`src/include/tct_regs.svh`:
```
// Register map, control word fields and reset values of the interval timer.
// Assumes inclusion by the design files; definitions only.
`ifndef TCT_REGS_SVH
`define TCT_REGS_SVH

// ----------------------------------------------------------------------------
// Register offsets on the two address select lines
// ----------------------------------------------------------------------------
`define TCT_ADDR_CNT0       2'h0
`define TCT_ADDR_CNT1       2'h1
`define TCT_ADDR_CNT2       2'h2
`define TCT_ADDR_CTRL       2'h3

// ----------------------------------------------------------------------------
// Mode-setting word fields
// ----------------------------------------------------------------------------
`define TCT_SEL_HI          7
`define TCT_SEL_LO          6
`define TCT_RL_HI           5
`define TCT_RL_LO           4
`define TCT_MODE_HI         3
`define TCT_MODE_LO         1
`define TCT_BCD_BIT         0
`define TCT_SEL_NONE        2'h3
`define TCT_RL_LATCH        2'h0
`define TCT_RL_LSB          2'h1
`define TCT_RL_MSB          2'h2
`define TCT_RL_BOTH         2'h3

// ----------------------------------------------------------------------------
// Reset values
// ----------------------------------------------------------------------------
`define TCT_RST_OUT         1'b1
`define TCT_RST_RL          2'h3
`define TCT_RST_CNT         16'h0000
`define TCT_RST_PINS        19'h00007

`endif

```
`src/include/tct_pkg.sv`:
```
// Types shared by the interval timer design files.
// Assumes tct_regs.svh is on the include path.
package tct_pkg;

    typedef enum logic [2:0] {
        TCT_MODE0,
        TCT_MODE1,
        TCT_MODE2,
        TCT_MODE3,
        TCT_MODE4,
        TCT_MODE5
    } tct_mode_t;

    typedef struct packed {
        tct_mode_t   mode;
        logic        bcd;
        logic [1:0]  rl;
        logic [15:0] cnt;
        logic [15:0] init;
        logic [15:0] act;
        logic [15:0] latch;
        logic        latched;
        logic        wtog;
        logic        rtog;
        logic        loading;
        logic        pend;
        logic        run;
        logic        trig;
        logic        out;
    } tct_chan_t;

endpackage : tct_pkg

```
`src/logic/tct_pin_sync.sv`:
```
// Two-stage synchroniser for a group of pins, plus one delayed copy for edges.
// Assumes the pins are asynchronous to ref_clk_in.
`include "tct_regs.svh"

module tct_pin_sync #(
    parameter int          W   = 19,
    parameter logic [18:0] RST = `TCT_RST_PINS
) (
    input  wire logic         ref_clk_in,
    input  wire logic         reset_in,
    input  wire logic [W-1:0] pins_in,
    output logic      [W-1:0] level_out,
    output logic      [W-1:0] prev_out
);
    logic [W-1:0] meta_r;
    logic [W-1:0] level_r;
    logic [W-1:0] prev_r;

    always_ff @(posedge ref_clk_in or posedge reset_in) begin
        if (reset_in) begin
            meta_r  <= RST[W-1:0];
            level_r <= RST[W-1:0];
            prev_r  <= RST[W-1:0];
        end else begin
            meta_r  <= pins_in;
            level_r <= meta_r;
            prev_r  <= level_r;
        end
    end

    assign level_out = level_r;
    assign prev_out  = prev_r;
endmodule : tct_pin_sync

```
`src/logic/tct_timer.sv`:
```
// Three-channel 16-bit programmable interval timer with an 8-bit host port.
// Assumes all pins are asynchronous and much slower than the 25 MHz ref_clk_in.
`include "tct_regs.svh"

// Behaviour
// - Write with both address lines high loads the mode-setting word register.
// - Top two bits select counter 0, 1 or 2; code 11 is invalid.
// - Byte-access 00 copies the running count into the holding register undisturbed.
// - Byte-access 01 low only, 10 high only, 11 low then high.
// - Mode bits 000 to 101 select modes zero to five.
// - Lowest bit picks 16-bit binary or four-decade BCD counting.
// - Mode 0: output low on mode write, high at terminal count.
// - Mode 0: low gate holds; reload stops after first byte, resumes after second.
// - Mode 1: output low after gate rise, high at terminal count; retriggerable.
// - Mode 1: new count waits for the next gate rise.
// - Mode 2: output low for the final clock; gate rise restarts.
// - Modes 2 to 4: new count takes effect from the next sequence.
// - Mode 3: high for (N+1)/2 clocks, low for (N-1)/2 clocks with odd N; N/2 clocks each with even N.
// - Mode 3: runs while gate high; gate rise restarts the sequence.
// - Mode 4: loading starts count while gate high; one low clock after terminal.
// - Mode 5: gate rise starts a sequence; one low clock at terminal count.
// - A loaded counter decrements once per count clock while enabled.
// - After a latch, reads return the held value; byte access is unchanged.
// - Access only with chip select low; strobes active low; address picks target.
// - Gate is a level enable and in some modes a start edge.
module tct_timer (
    input  wire logic       ref_clk_in,
    input  wire logic       reset_in,
    input  wire logic       cs_n_in,
    input  wire logic       rd_n_in,
    input  wire logic       wr_n_in,
    input  wire logic       addr_sel_lo_in,
    input  wire logic       addr_sel_hi_in,
    input  wire logic [7:0] data_in,
    input  wire logic [2:0] count_clk_in,
    input  wire logic [2:0] gate_in,
    output logic      [7:0] data_out,
    output logic            data_oe_out,
    output logic      [2:0] timer_out
);
    import tct_pkg::*;

    // ------------------------------------------------------------------------
    // Decode helpers
    // ------------------------------------------------------------------------
    function automatic logic [15:0] tct_dec(input logic [15:0] v, input logic bcd);
        logic [15:0] r;
        logic        brw;
        r   = v;
        brw = 1'b1;
        if (!bcd) begin
            r = v - 16'h0001;
        end else begin
            for (int d = 0; d < 4; d++) begin
                if (brw) begin
                    if (v[d*4 +: 4] == 4'h0) begin
                        r[d*4 +: 4] = 4'h9;
                    end else begin
                        r[d*4 +: 4] = v[d*4 +: 4] - 4'h1;
                        brw = 1'b0;
                    end
                end
            end
        end
        return r;
    endfunction : tct_dec

    // A zero count stands for the full range, as after a wrap.
    function automatic logic [16:0] tct_bin(input logic [15:0] v, input logic bcd);
        logic [16:0] r;
        r = 17'h00000;
        if (v == 16'h0000) begin
            r = bcd ? 17'h02710 : 17'h10000;
        end else if (!bcd) begin
            r = {1'b0, v};
        end else begin
            r = 17'({13'h0000, v[15:12]} * 17'h003e8 + {13'h0000, v[11:8]} * 17'h00064
                   + {13'h0000, v[7:4]} * 17'h0000a + {13'h0000, v[3:0]});
        end
        return r;
    endfunction : tct_bin

    // ------------------------------------------------------------------------
    // Pin synchronisers
    // ------------------------------------------------------------------------
    logic [18:0] pin_s;
    logic [18:0] pin_p;

    tct_pin_sync #(
        .W   (19),
        .RST (`TCT_RST_PINS)
    ) u_sync (
        .ref_clk_in (ref_clk_in),
        .reset_in   (reset_in),
        .pins_in    ({gate_in, count_clk_in, data_in, addr_sel_hi_in, addr_sel_lo_in,
                      wr_n_in, rd_n_in, cs_n_in}),
        .level_out  (pin_s),
        .prev_out   (pin_p)
    );

    logic       s_cs_n;
    logic [1:0] s_addr;
    logic [7:0] s_data;
    logic       data_oe_r;
    logic       wr_end;
    logic       rd_start;
    logic       rd_end;

    assign s_cs_n   = pin_s[0];
    assign s_addr   = pin_s[4:3];
    assign s_data   = pin_s[12:5];
    // A write takes effect at the trailing edge, when data has long settled.
    assign wr_end   = pin_s[2] & ~pin_p[2] & ~s_cs_n;
    assign rd_start = ~pin_s[1] & pin_p[1] & ~s_cs_n;
    assign rd_end   = data_oe_r & (pin_s[1] | s_cs_n);

    logic        ctrl_wr;
    logic [1:0]  ctrl_sel;

    assign ctrl_wr  = wr_end && (s_addr == `TCT_ADDR_CTRL);
    assign ctrl_sel = s_data[`TCT_SEL_HI:`TCT_SEL_LO];

    // ------------------------------------------------------------------------
    // Counter channels
    // ------------------------------------------------------------------------
    tct_chan_t ch_r   [3];
    tct_chan_t ch_nxt [3];

    for (genvar i = 0; i < 3; i++) begin : g_ch
        logic cev;
        logic grise;
        logic gate;
        logic trig_now;
        logic mine;

        assign cev   = pin_p[13+i] & ~pin_s[13+i];
        assign grise = pin_s[16+i] & ~pin_p[16+i];
        assign gate  = pin_s[16+i];
        assign mine  = (s_addr == 2'(i));
        assign trig_now = ch_r[i].trig | grise;

        always_comb begin
            logic [15:0] dn;
            tct_chan_t   c;
            c  = ch_r[i];
            dn = tct_dec(c.cnt, c.bcd);
            c.trig = trig_now;
            if (cev) begin
                c.trig = 1'b0;
                unique case (c.mode)
                    TCT_MODE0: begin
                        if (c.pend) begin
                            c.cnt  = c.init;
                            c.pend = 1'b0;
                            c.run  = 1'b1;
                        end else if (c.run && gate && !c.loading) begin
                            c.cnt = dn;
                            if (dn == 16'h0000) begin
                                c.out = 1'b1;
                            end
                        end
                    end
                    TCT_MODE1: begin
                        if (trig_now) begin
                            c.cnt = c.init;
                            c.act = c.init;
                            c.run = 1'b1;
                            c.out = 1'b0;
                        end else if (c.run) begin
                            c.cnt = dn;
                            if (dn == 16'h0000) begin
                                c.out = 1'b1;
                                c.run = 1'b0;
                            end
                        end
                    end
                    TCT_MODE2, TCT_MODE3: begin
                        if (trig_now || (c.pend && !c.run) || (c.run && gate
                            && c.cnt == 16'h0001)) begin
                            c.cnt  = c.init;
                            c.act  = c.init;
                            c.pend = 1'b0;
                            c.run  = gate;
                            c.out  = 1'b1;
                        end else if (c.run && gate) begin
                            c.cnt = dn;
                            if (c.mode == TCT_MODE2) begin
                                c.out = (dn != 16'h0001);
                            end else begin
                                c.out = tct_bin(dn, c.bcd)
                                        > (tct_bin(c.act, c.bcd) >> 1);
                            end
                        end
                    end
                    TCT_MODE4, TCT_MODE5: begin
                        c.out = 1'b1;
                        if ((c.mode == TCT_MODE5 && trig_now)
                            || (c.mode == TCT_MODE4 && c.pend && !c.run)) begin
                            c.cnt  = c.init;
                            c.act  = c.init;
                            c.pend = 1'b0;
                            c.run  = 1'b1;
                        end else if (c.run && (gate || c.mode == TCT_MODE5)) begin
                            c.cnt = dn;
                            if (dn == 16'h0000) begin
                                c.out = 1'b0;
                                c.run = 1'b0;
                            end
                        end
                    end
                    default: begin
                        c.run = 1'b0;
                    end
                endcase
            end
            // A read ending in the same cycle as a latch command must not clear the new latch.
            if (rd_end && mine) begin
                if (c.rl == `TCT_RL_BOTH) begin
                    c.rtog = ~c.rtog;
                end
                if (c.rl != `TCT_RL_BOTH || c.rtog == 1'b0) begin
                    c.latched = 1'b0;
                end
            end
            if (ctrl_wr && ctrl_sel == 2'(i)) begin
                if (s_data[`TCT_RL_HI:`TCT_RL_LO] == `TCT_RL_LATCH) begin
                    c.latch   = ch_r[i].cnt;
                    c.latched = 1'b1;
                    c.rtog    = 1'b0;
                end else begin
                    c.rl      = s_data[`TCT_RL_HI:`TCT_RL_LO];
                    c.bcd     = s_data[`TCT_BCD_BIT];
                    c.mode    = (s_data[`TCT_MODE_HI:`TCT_MODE_LO] > 3'h5)
                                ? tct_mode_t'({1'b0, s_data[2:1]})
                                : tct_mode_t'(s_data[`TCT_MODE_HI:`TCT_MODE_LO]);
                    c.out     = (c.mode != TCT_MODE0);
                    c.run     = 1'b0;
                    c.pend    = 1'b0;
                    c.trig    = 1'b0;
                    c.wtog    = 1'b0;
                    c.rtog    = 1'b0;
                    c.loading = 1'b0;
                    c.latched = 1'b0;
                end
            end
            if (wr_end && mine && s_addr != `TCT_ADDR_CTRL) begin
                unique case (c.rl)
                    `TCT_RL_LSB: begin
                        c.init = {8'h00, s_data};
                        c.pend = 1'b1;
                    end
                    `TCT_RL_MSB: begin
                        c.init = {s_data, 8'h00};
                        c.pend = 1'b1;
                    end
                    default: begin
                        if (!c.wtog) begin
                            c.init[7:0] = s_data;
                            c.loading   = (c.mode == TCT_MODE0);
                        end else begin
                            c.init[15:8] = s_data;
                            c.loading    = 1'b0;
                            c.pend       = 1'b1;
                        end
                        c.wtog = ~c.wtog;
                    end
                endcase
                if (c.mode == TCT_MODE0 && c.pend) begin
                    c.out = 1'b0;
                end
            end
            ch_nxt[i] = c;
        end

        always_ff @(posedge ref_clk_in or posedge reset_in) begin
            if (reset_in) begin
                ch_r[i] <= '{mode: TCT_MODE0, bcd: 1'b0, rl: `TCT_RST_RL,
                             cnt: `TCT_RST_CNT, init: `TCT_RST_CNT, act: `TCT_RST_CNT,
                             latch: `TCT_RST_CNT, out: `TCT_RST_OUT, default: 1'b0};
            end else begin
                ch_r[i] <= ch_nxt[i];
            end
        end

        assign timer_out[i] = ch_r[i].out;

        // --------------------------------------------------------------------
        // Checks
        // --------------------------------------------------------------------
        a_mode_zero_low: assert property (@(posedge ref_clk_in) disable iff (reset_in)
            ctrl_wr && ctrl_sel == 2'(i) && s_data[5:4] != 2'h0 && s_data[3:1] == 3'h0
            |=> !ch_r[i].out && !ch_r[i].run)
            else $error("mode zero write did not drop the output");
        a_latch_copy: assert property (@(posedge ref_clk_in) disable iff (reset_in)
            ctrl_wr && ctrl_sel == 2'(i) && s_data[5:4] == 2'h0
            |=> ch_r[i].latch == $past(ch_r[i].cnt) && ch_r[i].latched)
            else $error("latch command did not capture the count");
        a_latch_keeps_rl: assert property (@(posedge ref_clk_in) disable iff (reset_in)
            ctrl_wr && ctrl_sel == 2'(i) && s_data[5:4] == 2'h0
            |=> $stable(ch_r[i].rl) && $stable(ch_r[i].mode))
            else $error("latch command altered the byte access");
        a_hold_gate_low: assert property (@(posedge ref_clk_in) disable iff (reset_in)
            cev && !gate && ch_r[i].mode == TCT_MODE0 && !ch_r[i].pend && !wr_end
            |=> $stable(ch_r[i].cnt))
            else $error("mode zero counted with gate low");
        a_bin_decrement: assert property (@(posedge ref_clk_in) disable iff (reset_in)
            cev && gate && ch_r[i].mode == TCT_MODE0 && ch_r[i].run && !ch_r[i].pend
            && !ch_r[i].loading && !ch_r[i].bcd && !wr_end
            |=> ch_r[i].cnt == $past(ch_r[i].cnt) - 16'h0001)
            else $error("binary count did not step down by one");
        a_bcd_borrow: assert property (@(posedge ref_clk_in) disable iff (reset_in)
            cev && gate && ch_r[i].mode == TCT_MODE0 && ch_r[i].run && !ch_r[i].pend
            && !ch_r[i].loading && ch_r[i].bcd && ch_r[i].cnt[3:0] == 4'h0 && !wr_end
            |=> ch_r[i].cnt[3:0] == 4'h9)
            else $error("bcd digit did not borrow to nine");
        a_retrig_one: assert property (@(posedge ref_clk_in) disable iff (reset_in)
            cev && trig_now && ch_r[i].mode == TCT_MODE1 && !wr_end
            |=> !ch_r[i].out && ch_r[i].cnt == ch_r[i].init)
            else $error("gate rise did not retrigger mode one");
        a_rate_pulse: assert property (@(posedge ref_clk_in) disable iff (reset_in)
            ch_r[i].mode == TCT_MODE2 && $fell(ch_r[i].out) |-> ch_r[i].cnt == 16'h0001)
            else $error("rate pulse not at the final clock");

        c_mode3_wave: cover property (@(posedge ref_clk_in) disable iff (reset_in)
            ch_r[i].mode == TCT_MODE3 && $fell(ch_r[i].out));
        c_mode1_done: cover property (@(posedge ref_clk_in) disable iff (reset_in)
            ch_r[i].mode == TCT_MODE1 && $rose(ch_r[i].out));
    end

    // ------------------------------------------------------------------------
    // Host read port
    // ------------------------------------------------------------------------
    logic [7:0] data_out_r;
    logic [7:0] data_out_nxt;
    logic       data_oe_nxt;

    always_comb begin
        logic [15:0] v;
        tct_chan_t   c;
        v            = 16'h0000;
        c            = ch_r[0];
        data_out_nxt = data_out_r;
        data_oe_nxt  = data_oe_r;
        if (s_addr == `TCT_ADDR_CNT1) begin
            c = ch_r[1];
        end else if (s_addr == `TCT_ADDR_CNT2) begin
            c = ch_r[2];
        end
        // Without a latch the live count is read; the host must freeze it first.
        v = c.latched ? c.latch : c.cnt;
        if (rd_start && s_addr != `TCT_ADDR_CTRL) begin
            data_oe_nxt  = 1'b1;
            data_out_nxt = (c.rl == `TCT_RL_MSB || (c.rl == `TCT_RL_BOTH && c.rtog))
                           ? v[15:8] : v[7:0];
        end else if (rd_end) begin
            data_oe_nxt = 1'b0;
        end
    end

    always_ff @(posedge ref_clk_in or posedge reset_in) begin
        if (reset_in) begin
            data_out_r <= 8'h00;
            data_oe_r  <= 1'b0;
        end else begin
            data_out_r <= data_out_nxt;
            data_oe_r  <= data_oe_nxt;
        end
    end

    assign data_out    = data_out_r;
    assign data_oe_out = data_oe_r;

    a_drive_selected: assert property (@(posedge ref_clk_in) disable iff (reset_in)
        data_oe_r && !$past(data_oe_r) |-> $past(!pin_s[1] && !s_cs_n))
        else $error("data driven without chip select and read");
    a_ctrl_invalid: assert property (@(posedge ref_clk_in) disable iff (reset_in)
        ctrl_wr && ctrl_sel == `TCT_SEL_NONE && !pin_s[13] && !pin_s[14] && !pin_s[15]
        && pin_p[15:13] == 3'h0 |=> $stable(ch_r[0].mode) && $stable(ch_r[1].rl)
        && $stable(ch_r[2].cnt))
        else $error("invalid counter select changed a counter");
    c_read_pair: cover property (@(posedge ref_clk_in) disable iff (reset_in)
        rd_end ##[1:200] rd_start);
endmodule : tct_timer

```
`config.mk`:
```
export PLATFORM = sky130hd
export DESIGN_NAME = tct_timer
export DESIGN_NICKNAME = d
export VERILOG_FILES = /design/src/include/tct_pkg.sv /design/src/logic/tct_pin_sync.sv /design/src/logic/tct_timer.sv
export VERILOG_INCLUDE_DIRS = /design/src /design/src/include
export SDC_FILE = /design/constraint.sdc
export NUM_CORES = 1
export LEC_CHECK = 0
export BUFFER_PORTS_ARGS = -buffer_cell sky130_fd_sc_hd__buf_2
export CORE_ASPECT_RATIO = 0.7
export CORE_MARGIN = 2
export CORE_UTILIZATION = 62
export DETAILED_ROUTE_END_ITERATION = 7
export PLACE_DENSITY = 0.87
export SLEW_MARGIN = 10
export SYNTH_ARGS = -nofsm -noshare
export SYNTH_HDL_FRONTEND = slang
export SYNTH_SLANG_ARGS = --single-unit
```
`constraint.sdc`:
```
create_clock -name ref_clk_in -period 11.8 [get_ports ref_clk_in]
set_input_delay 2.36 -clock ref_clk_in [delete_from_list [all_inputs] [get_ports ref_clk_in]]
set_output_delay 2.36 -clock ref_clk_in [all_outputs]
set_load 0.05 [all_outputs]
```
* Word-level counts from Yosys, hierarchy flattened
Index checks and enable logic that the tools add are counted.
W data, S select, Z words.
** Storage, ports and cells
- Word-level logic and storage cells :: 623
- Register bits after elaboration :: 300
- Output and inout port bits :: 12
** Operators by class
- Add/subtract/negate cells :: 33
- Equal/unequal tests :: 65
- Bitwise operators :: 34
- Multiply operators :: 18
- Reductions and logical operators :: 138
- $lt $le $gt $ge :: 4
- Mux-type cells :: 278
** Operator list (count)
- $mux W17 :: 45
- $mux W16 :: 37
- $pmux W16 S4 :: 3
- $mux W74 :: 2
- $pmux W16 S3 :: 3
- $mux W1 :: 126
- $add A16 B4 Y17 :: 6
- $add A15 B8 Y16 :: 6
- $logic_not A16 Y1 :: 6
- $mux W4 :: 24
- $pmux W16 S2 :: 3
- $add A14 B11 Y15 :: 6
- $mux W8 :: 10
- $mul A4 B7 Y11 const B :: 6
- $mul A4 B5 Y9 const B :: 6
- $gt A17 B16 Y1 :: 3
- $eq A16 B1 Y1 const B :: 3
- $logic_not A4 Y1 :: 12
- $ne A16 B1 Y1 const B :: 3
- $sub A16 B1 Y16 const B :: 3
- $sub A4 B1 Y4 const B :: 12
- $logic_and A1 B1 Y1 :: 42
- $mul A4 B3 Y7 const B :: 6
- $mux W6 :: 6
- 28 further kinds :: 191

* Logic depth before layout (Yosys ltp)
Gate-level depths: netlist (run 1).
- Depth after elaboration :: 34
- Gate-level depth with buffers :: 37

* Hierarchy
A second synthesis (run 1) with hierarchy kept.
** Second synthesis, totals
- Cells, all modules :: 3102
- Area total of the unflattened synthesis :: 27787.9 um^2
** Modules (own cells, without submodules)
- tct_timer :: cells each 3044, area an instance 26346.5 um^2, times used 1
- tct_pin_sync :: cells each 58, area an instance 1441.4 um^2, times used 1

* Worst setup path after synthesis (run 1)
Ideal clock, no wire load.
- Path kind :: reg-to-reg
- Start :: register ch_r[56] in the netlist's numbering
- End :: register ch_r (netlist bit timer_out[2])
- Path slack :: 4.574 ns
- Arrival :: 7.143 ns
- Stages on the path, launching flop included :: 34
- Clock period less this slack :: 7.226 ns
- Buffers on the path :: 1
- Data required time :: 11.716 ns
- Setup time :: 0.084 ns
- Cells stage by stage :: dfrtp_1 > clkbuf_1 > inv_1 > ha_1 > nand2_1 > nor2_1 > a21o_1 > a21oi_1 > a31oi_1 > fa_1 > inv_1 > fa_1 > inv_1 > ha_1 > a21o_1 > a21oi_1 > xor2_1 > ha_1 > ha_1 > ha_1 > or3_1 > o211a_1 > o21a_1 > or2_2 > a211oi_1 > ha_1 > a21oi_1 > o21ai_0 > a21oi_1 > o2111ai_1 > o2bb2ai_1 > a21o_1 > a211oi_1 > a21oi_1
** RTL lines
- start: declaration :: RTL line tct_timer.sv:126 : tct_chan_t ch_r [3];
- start signal: indexed assignment :: RTL line tct_timer.sv:277 : ch_r[i] <= '{mode: TCT_MODE0, bcd: 1'b0, rl: `TCT_RST_RL,
- start signal: indexed assignment :: RTL line tct_timer.sv:281 : ch_r[i] <= ch_nxt[i];

==> results of run 1 <==
==> cells in the mapped netlist, types with 28 or more instances <==
| cell type | count |
|---|---|
| dfrtp_1 | 272 |
| ha_1 | 395 |
| mux2_2 | 94 |
| a21o_1 | 49 |
| nor3_1 | 66 |
| nor2_1 | 209 |
| clkbuf_1 | 108 |
| a31oi_1 | 28 |
| nand2_1 | 339 |
| xor2_1 | 47 |
| inv_1 | 282 |
| xnor2_1 | 109 |
| o31ai_1 | 34 |
| nand3_1 | 34 |
| o21ai_0 | 228 |
| o22ai_1 | 29 |
| mux2i_1 | 38 |
| a21oi_1 | 151 |
| fa_1 | 102 |
| a211oi_1 | 49 |
| nor2b_1 | 36 |
==> sequential cells by signal, summed over array words and instances, names as in the netlist <==
register / count
data_oe_out: 1
u_sync.meta_r: 19
u_sync.prev_out: 8
timer_out: 3
ch_r: 231
u_sync.level_out: 19
data_out: 8
==> kinds of logic (layout without fill, tap and decap cells) <==
group / after synthesis / count (layout) / synth area share (%)
simple gates: 842 / 842 / 14.5
buf+inv: 436 / 392 / 6.30
other cells: 0 / 1 / 0
xor+xnor: 156 / 156 / 5.02
flops: 289 / 289 / 26.7
mux: 132 / 132 / 5.29
compound gates: 718 / 718 / 16.6
fa+ha+maj: 497 / 497 / 25.7
==> through the flow <==
| step | setup WS, ns | instances |
|---|---|---|
| floorplan | 1.49 | 3070 |
| global placement | 3.73 | 3569 |
| global route | 2.79 | 3620 |
| detailed placement | 3.62 | 3569 |
| finish | 3.39 | 3621 |
| CTS | 3.56 | 3619 |
==> placed cells by master (no fill, tap or decap), types with 10 or more instances in the layout <==
master,Yosys,final
nand2_1,339,339
o211ai_1,15,15
o21bai_1,17,17
buf_2,21,32
fa_1,102,102
mux2i_1,38,38
a21oi_1,151,151
dfstp_2,17,17
xor2_1,47,47
inv_1,282,281
clkbuf_16,0,27
a21o_1,49,49
o22ai_1,29,29
mux2_2,94,94
dfrtp_1,272,272
ha_1,395,395
o21ai_0,228,228
o31ai_1,34,32
nor3_1,66,66
nor2_1,209,209
a31oi_1,28,28
and2_1,12,12
o21a_1,10,10
xnor2_1,109,109
a211oi_1,49,49
nor4_1,18,18
buf_4,10,27
nor2b_1,36,36
nand4_1,21,21
or3_1,16,16
nand2b_1,18,18
nand3_1,34,34
o41ai_1,13,13
or2_2,20,20
==> path summary, 6_finish.rpt <==
check / from / end / slack [ns]
hold reg to reg: u_sync.meta_r[4] / u_sync.level_out[4] / 0.34
max in group asynchronous: reset_in / u_sync.prev_out[17] / 8.10
setup reg to reg: ch_r[212] / timer_out[0] / 3.39
min in group asynchronous: reset_in / u_sync.prev_out[16] / 2.00
hold / removal: u_sync.meta_r[4] / u_sync.level_out[4] / 0.34
setup / recovery: ch_r[212] / timer_out[0] / 3.39
==> layer usage <==
metal | track usage [%] | vias up
met3 | 10.0 | 184
met4 | 8.28 | 2
li1 | - | 10500
met1 | 47.0 | 11100
met5 | 0 | -
met2 | 50.7 | 1256
==> worst max-delay path, delay by kind of cell (launching register included) <==
family | cells | cell delay, ns
compound gates | 8 | 1.65
xor+xnor | 2 | 1.02
fa+ha+maj | 7 | 2.61
buf+inv | 3 | 0.75
flops | 1 | 0.56
mux | 2 | 0.67
simple gates | 8 | 1.09
==> cell type report <==
| class | instances | share of cell area (%) |
|---|---|---|
| Tap cell | 594 | 2.59 |
| Inverter | 282 | 3.72 |
| Antenna cell | 1 | 0.00872 |
| Multi-Input combinational cell | 2345 | 63.7 |
| Timing Repair Buffer | 60 | 1.32 |
| Sequential cell | 289 | 25.3 |
| Clock inverter | 13 | 0.750 |
| Clock buffer | 37 | 2.66 |
==> results.sh, run 1 <==
export IMPL_synthesis_area_um2=27200
export IMPL_fin_util_pct=66.0
export IMPL_dr_max_layer_used="met5"
export IMPL_critPathMaxFanout=12
export IMPL_drt_wirelength_per_cell_um=20.9
export IMPL_routed_via_density=6.38
export IMPL_cp_common_cell="ha_1"
export IMPL_gp_congestion=1.05
export IMPL_postCtsSetupBuffers=0
export IMPL_fin_skew_ns=0.0123
export IMPL_synth_edf_count=0
export IMPL_start_util_pct=62.6
export IMPL_synth_area_top_cells="dfrtp_1 (25%), ha_1 (18%), fa_1 (7.5%), nand2_1 (4.7%), o21ai_0 (4.2%)"
export IMPL_htreeDepth=1
export IMPL_die_x_um=254
export IMPL_numCtsBuffers=27
export IMPL_startpoint_type="flip-flop"
export IMPL_finalHoldViolCount=0
export IMPL_ys_ff_latch=289
export IMPL_fmax_mhz=119
export IMPL_cts_sinks=289
export IMPL_required_ns=12.28
export IMPL_setup_tns_ns=0
export IMPL_wl_met1_um=32100
export IMPL_dieArea_um2=45600
export IMPL_synth_cell_type_count=88
export IMPL_drc=0
export IMPL_ys_seq_area_share_pct=26.7
export IMPL_routed_wl_um=75800
export IMPL_syn_to_final_growth_pct=5.42
export IMPL_clkSlewWorstSetupHoldPaths_ns=0.07
export IMPL_die_height_um=179
export IMPL_crit_arrival_ns=8.89
export IMPL_postCtsHoldBufs=0
export IMPL_cap_violations=0
export IMPL_worst_path_max_delay_cell="xnor2_1"
export IMPL_relSlewSlack_pct=9.11
export IMPL_grt_pass1_vias=22600
export IMPL_avgSynthCellArea_um2=8.86
export IMPL_cts_buffer_depth=3
export IMPL_cts_repair_resized=0
export IMPL_finalCritPeriodShare_pct=71.3
export IMPL_met2_length_um=32500
export IMPL_finalInstanceArea_um2=28700
export IMPL_placed_area_um2=27700
export IMPL_grt_antenna_before_repair=1
export IMPL_overflow=0
export IMPL_multi_input_area_um2=18300
export IMPL_n_fill_cell=3370
export IMPL_cts_root_buf="clkbuf_16"
export IMPL_fin_hold_ws_ns=0.344
export IMPL_mappedNetlistNets=3588
export IMPL_finalMaxSlewViolations=0
export IMPL_finalSetupViolations=0
export IMPL_rows=64
export IMPL_synth_top_cell_by_area="dfrtp_1"
export IMPL_track_usage_pct=33.5
export IMPL_critical_path_class="reg2reg"
export IMPL_ant_nets=0
export IMPL_status="completed"
export IMPL_firstDrtPassIters=8
export IMPL_core_um2=43500
export IMPL_drtIter0Drc=2667
export IMPL_drive_above_1_share_pct=8.86
export IMPL_yosysTopAreaCellShare_pct=25.0
export IMPL_grt_max_degree=149
export IMPL_async_flop_share_pct=100
export IMPL_regArea_um2=7250
export IMPL_synth_cells=3070
export IMPL_io_buffers=32
export IMPL_hold_depth=0
export IMPL_nNetsFinal=3523
export IMPL_wl_met3_um=9150
export IMPL_vias=23100
export IMPL_dpl_hpwl_um=58000
export IMPL_worstRegToRegCells=30
export IMPL_finalCriticalPeriod_ns=8.41
export IMPL_critPathMaxStageDelay_ns=0.89
export IMPL_worst_slew_pin_slew_ns=1.35
export IMPL_grt_setup_unrepaired="no"
export IMPL_yosysWarnings=0
export IMPL_ys_flop_type="dfrtp_1"
export IMPL_cts_tree="built"
export IMPL_ioPinCount=33
export IMPL_clock_latency_ns=0.57
export IMPL_endpoint_kind="flip-flop"
export IMPL_grt_pass1_wl_um=121000
export IMPL_hold_path_class="reg2reg"
Power of run 1 is not shown: default switching activity piles up to over one toggle a cycle in this logic, so the estimate is an artifact.
==> inputs of run 2 (changes only) <==
==> constraint.sdc (replaced) <==
create_clock -name ref_clk_in -period 8.7 [get_ports ref_clk_in]
set_input_delay 1.74 -clock ref_clk_in [delete_from_list [all_inputs] [get_ports ref_clk_in]]
set_output_delay 1.74 -clock ref_clk_in [all_outputs]
set_load 0.05 [all_outputs]
==> results.sh, run 2 (synthesis gave the netlist of run 1 again) <==
export IMPL_busiest_layer="met2"
export IMPL_io_buffers=32
export IMPL_grt_util_met2_pct=49.8
export IMPL_clock_latency_ns=0.59
export IMPL_grt_pass1_wl_um=120000
export IMPL_startpoint_type="flip-flop"
export IMPL_final_cell_mix="ha_1 (395), nand2_1 (339), inv_1 (281)"
export IMPL_critPathMaxFanout=10
export IMPL_critical_path_class="reg2reg"
export IMPL_critPathMaxStageDelay_ns=0.61
export IMPL_worst_slew_pin_slew_ns=1.33
export IMPL_cts_sinks=289
export IMPL_dieArea_um2=45600
export IMPL_postCtsSetupBuffers=0
export IMPL_regArea_um2=7250
export IMPL_drt_wirelength_per_cell_um=20.8
export IMPL_finalCriticalPeriod_ns=8.14
export IMPL_setup_tns_ns=0
export IMPL_overflow=0
export IMPL_crit_arrival_ns=8.64
export IMPL_cap_violations=0
export IMPL_finalMaxSlewViolations=0
export IMPL_routed_wl_um=75500
export IMPL_fin_skew_ns=0.0267
export IMPL_syn_to_final_growth_pct=5.60
export IMPL_routed_via_density=6.37
export IMPL_start_util_pct=62.6
export IMPL_clkSlewWorstSetupHoldPaths_ns=0.07
export IMPL_finalSetupViolations=0
export IMPL_worst_path_max_delay_cell="xor2_1"
export IMPL_core_um2=43500
export IMPL_die_height_um=179
export IMPL_nNetsFinal=3528
export IMPL_ioPinCount=33
export IMPL_cts_tree="built"
export IMPL_largest_register_ffs=231
export IMPL_fmax_mhz=123
export IMPL_die_x_um=254
export IMPL_grt_pass1_vias=22500
export IMPL_ant_nets=0
export IMPL_vias=23100
export IMPL_globalRouteMet1Util_pct=47.8
export IMPL_required_ns=9.20
export IMPL_cp_common_cell="ha_1"
export IMPL_grt_antenna_before_repair=2
export IMPL_cts_buffer_depth=3
export IMPL_relSlewSlack_pct=10.8
export IMPL_finalCritPeriodShare_pct=93.6
export IMPL_crit_buf_inv=3
export IMPL_largest_register="ch_r"
export IMPL_gp_congestion=0.985
export IMPL_grt_max_degree=179
export IMPL_numCtsBuffers=28
export IMPL_dpl_hpwl_um=58100
export IMPL_cts_repair_resized=0
export IMPL_htreeDepth=1
export IMPL_track_usage_pct=33.4
export IMPL_path_delay_family="compound AO/OA/AOI/OAI gates"
export IMPL_drive_above_1_share_pct=9.07
export IMPL_cts_root_buf="clkbuf_16"
export IMPL_drtIter0Drc=2598
export IMPL_grt_setup_unrepaired="no"
export IMPL_rows=64
export IMPL_final_common_cell="ha_1"
export IMPL_use_met3_pct=9.10
export IMPL_status="completed"
export IMPL_endpoint_kind="flip-flop"
export IMPL_postCtsHoldBufs=0
export IMPL_n_fill_cell=3378
export IMPL_drc=0
export IMPL_hold_path_class="reg2reg"
export IMPL_multi_input_area_um2=18300
export IMPL_finalHoldViolCount=0
export IMPL_firstDrtPassIters=6
==> run 2: worst register-to-register path, delay by kind of cell, from the launching register on <==
kind	cells	cell delay [ns]
buffers and inverters	3	0.37
adder cells (fa/ha/maj)	8	2.62
AO/OA/AOI/OAI	14	2.74
AND/OR/NAND/NOR	4	0.95
flip-flops	1	0.54
XOR/XNOR	2	0.82
==> run 2: final timing paths <==
| path | start | endpoint | slack, ns | cells past startpoint |
|---|---|---|---|---|
| worst min register to register | u_sync.meta_r[8] | u_sync.level_out[8] | 0.35 | 0 |
| max in group asynchronous | reset_in | u_sync.level_out[17] | 6.02 | 3 |
| worst min-delay path | u_sync.meta_r[8] | u_sync.level_out[8] | 0.35 | 0 |
| min in group asynchronous | reset_in | u_sync.level_out[6] | 1.25 | 2 |
| worst max register to register | ch_r[56] | timer_out[2] | 0.56 | 31 |
| worst max-delay path | ch_r[56] | timer_out[2] | 0.56 | 31 |
==> run 2: metal layers <==
| layer | vias up | part of all wire [%] |
|---|---|---|
| li1 | 10500 | - |
| met1 | 11100 | 42 |
| met2 | 1295 | 43 |
| met3 | 197 | 12 |
| met4 | 2 | 2.8 |
| met5 | - | 0.017 |
==> run 2: stage by stage <==
step / utilization (%) / hold slack [ns] / worst slack (ns) / std cells / instance area [µm²]
final: 66.1 / 0.347 / 0.560 / 3627 / 28700
after floorplan: - / 0.331 / 1.47 / 3070 / 27200
after global placement: 63.8 / 0.333 / 0.921 / 3574 / 27700
after CTS: 66.0 / 0.349 / 0.465 / 3625 / 28700
after detailed placement: 63.8 / 0.335 / 0.511 / 3574 / 27700
after global routing: 66.1 / 0.351 / 0.104 / 3625 / 28700
==> run 2: final cells by class <==
type / count / area share (%)
Timing Repair Buffer: 64 / 1.44
Sequential cell: 289 / 25.2
Antenna cell: 2 / 0.0174
Clock buffer: 37 / 2.73
Tap cell: 594 / 2.59
Clock inverter: 14 / 0.575
Multi-Input combinational cell: 2345 / 63.7
Inverter: 282 / 3.70
Power of run 2 is left out for the same reason.
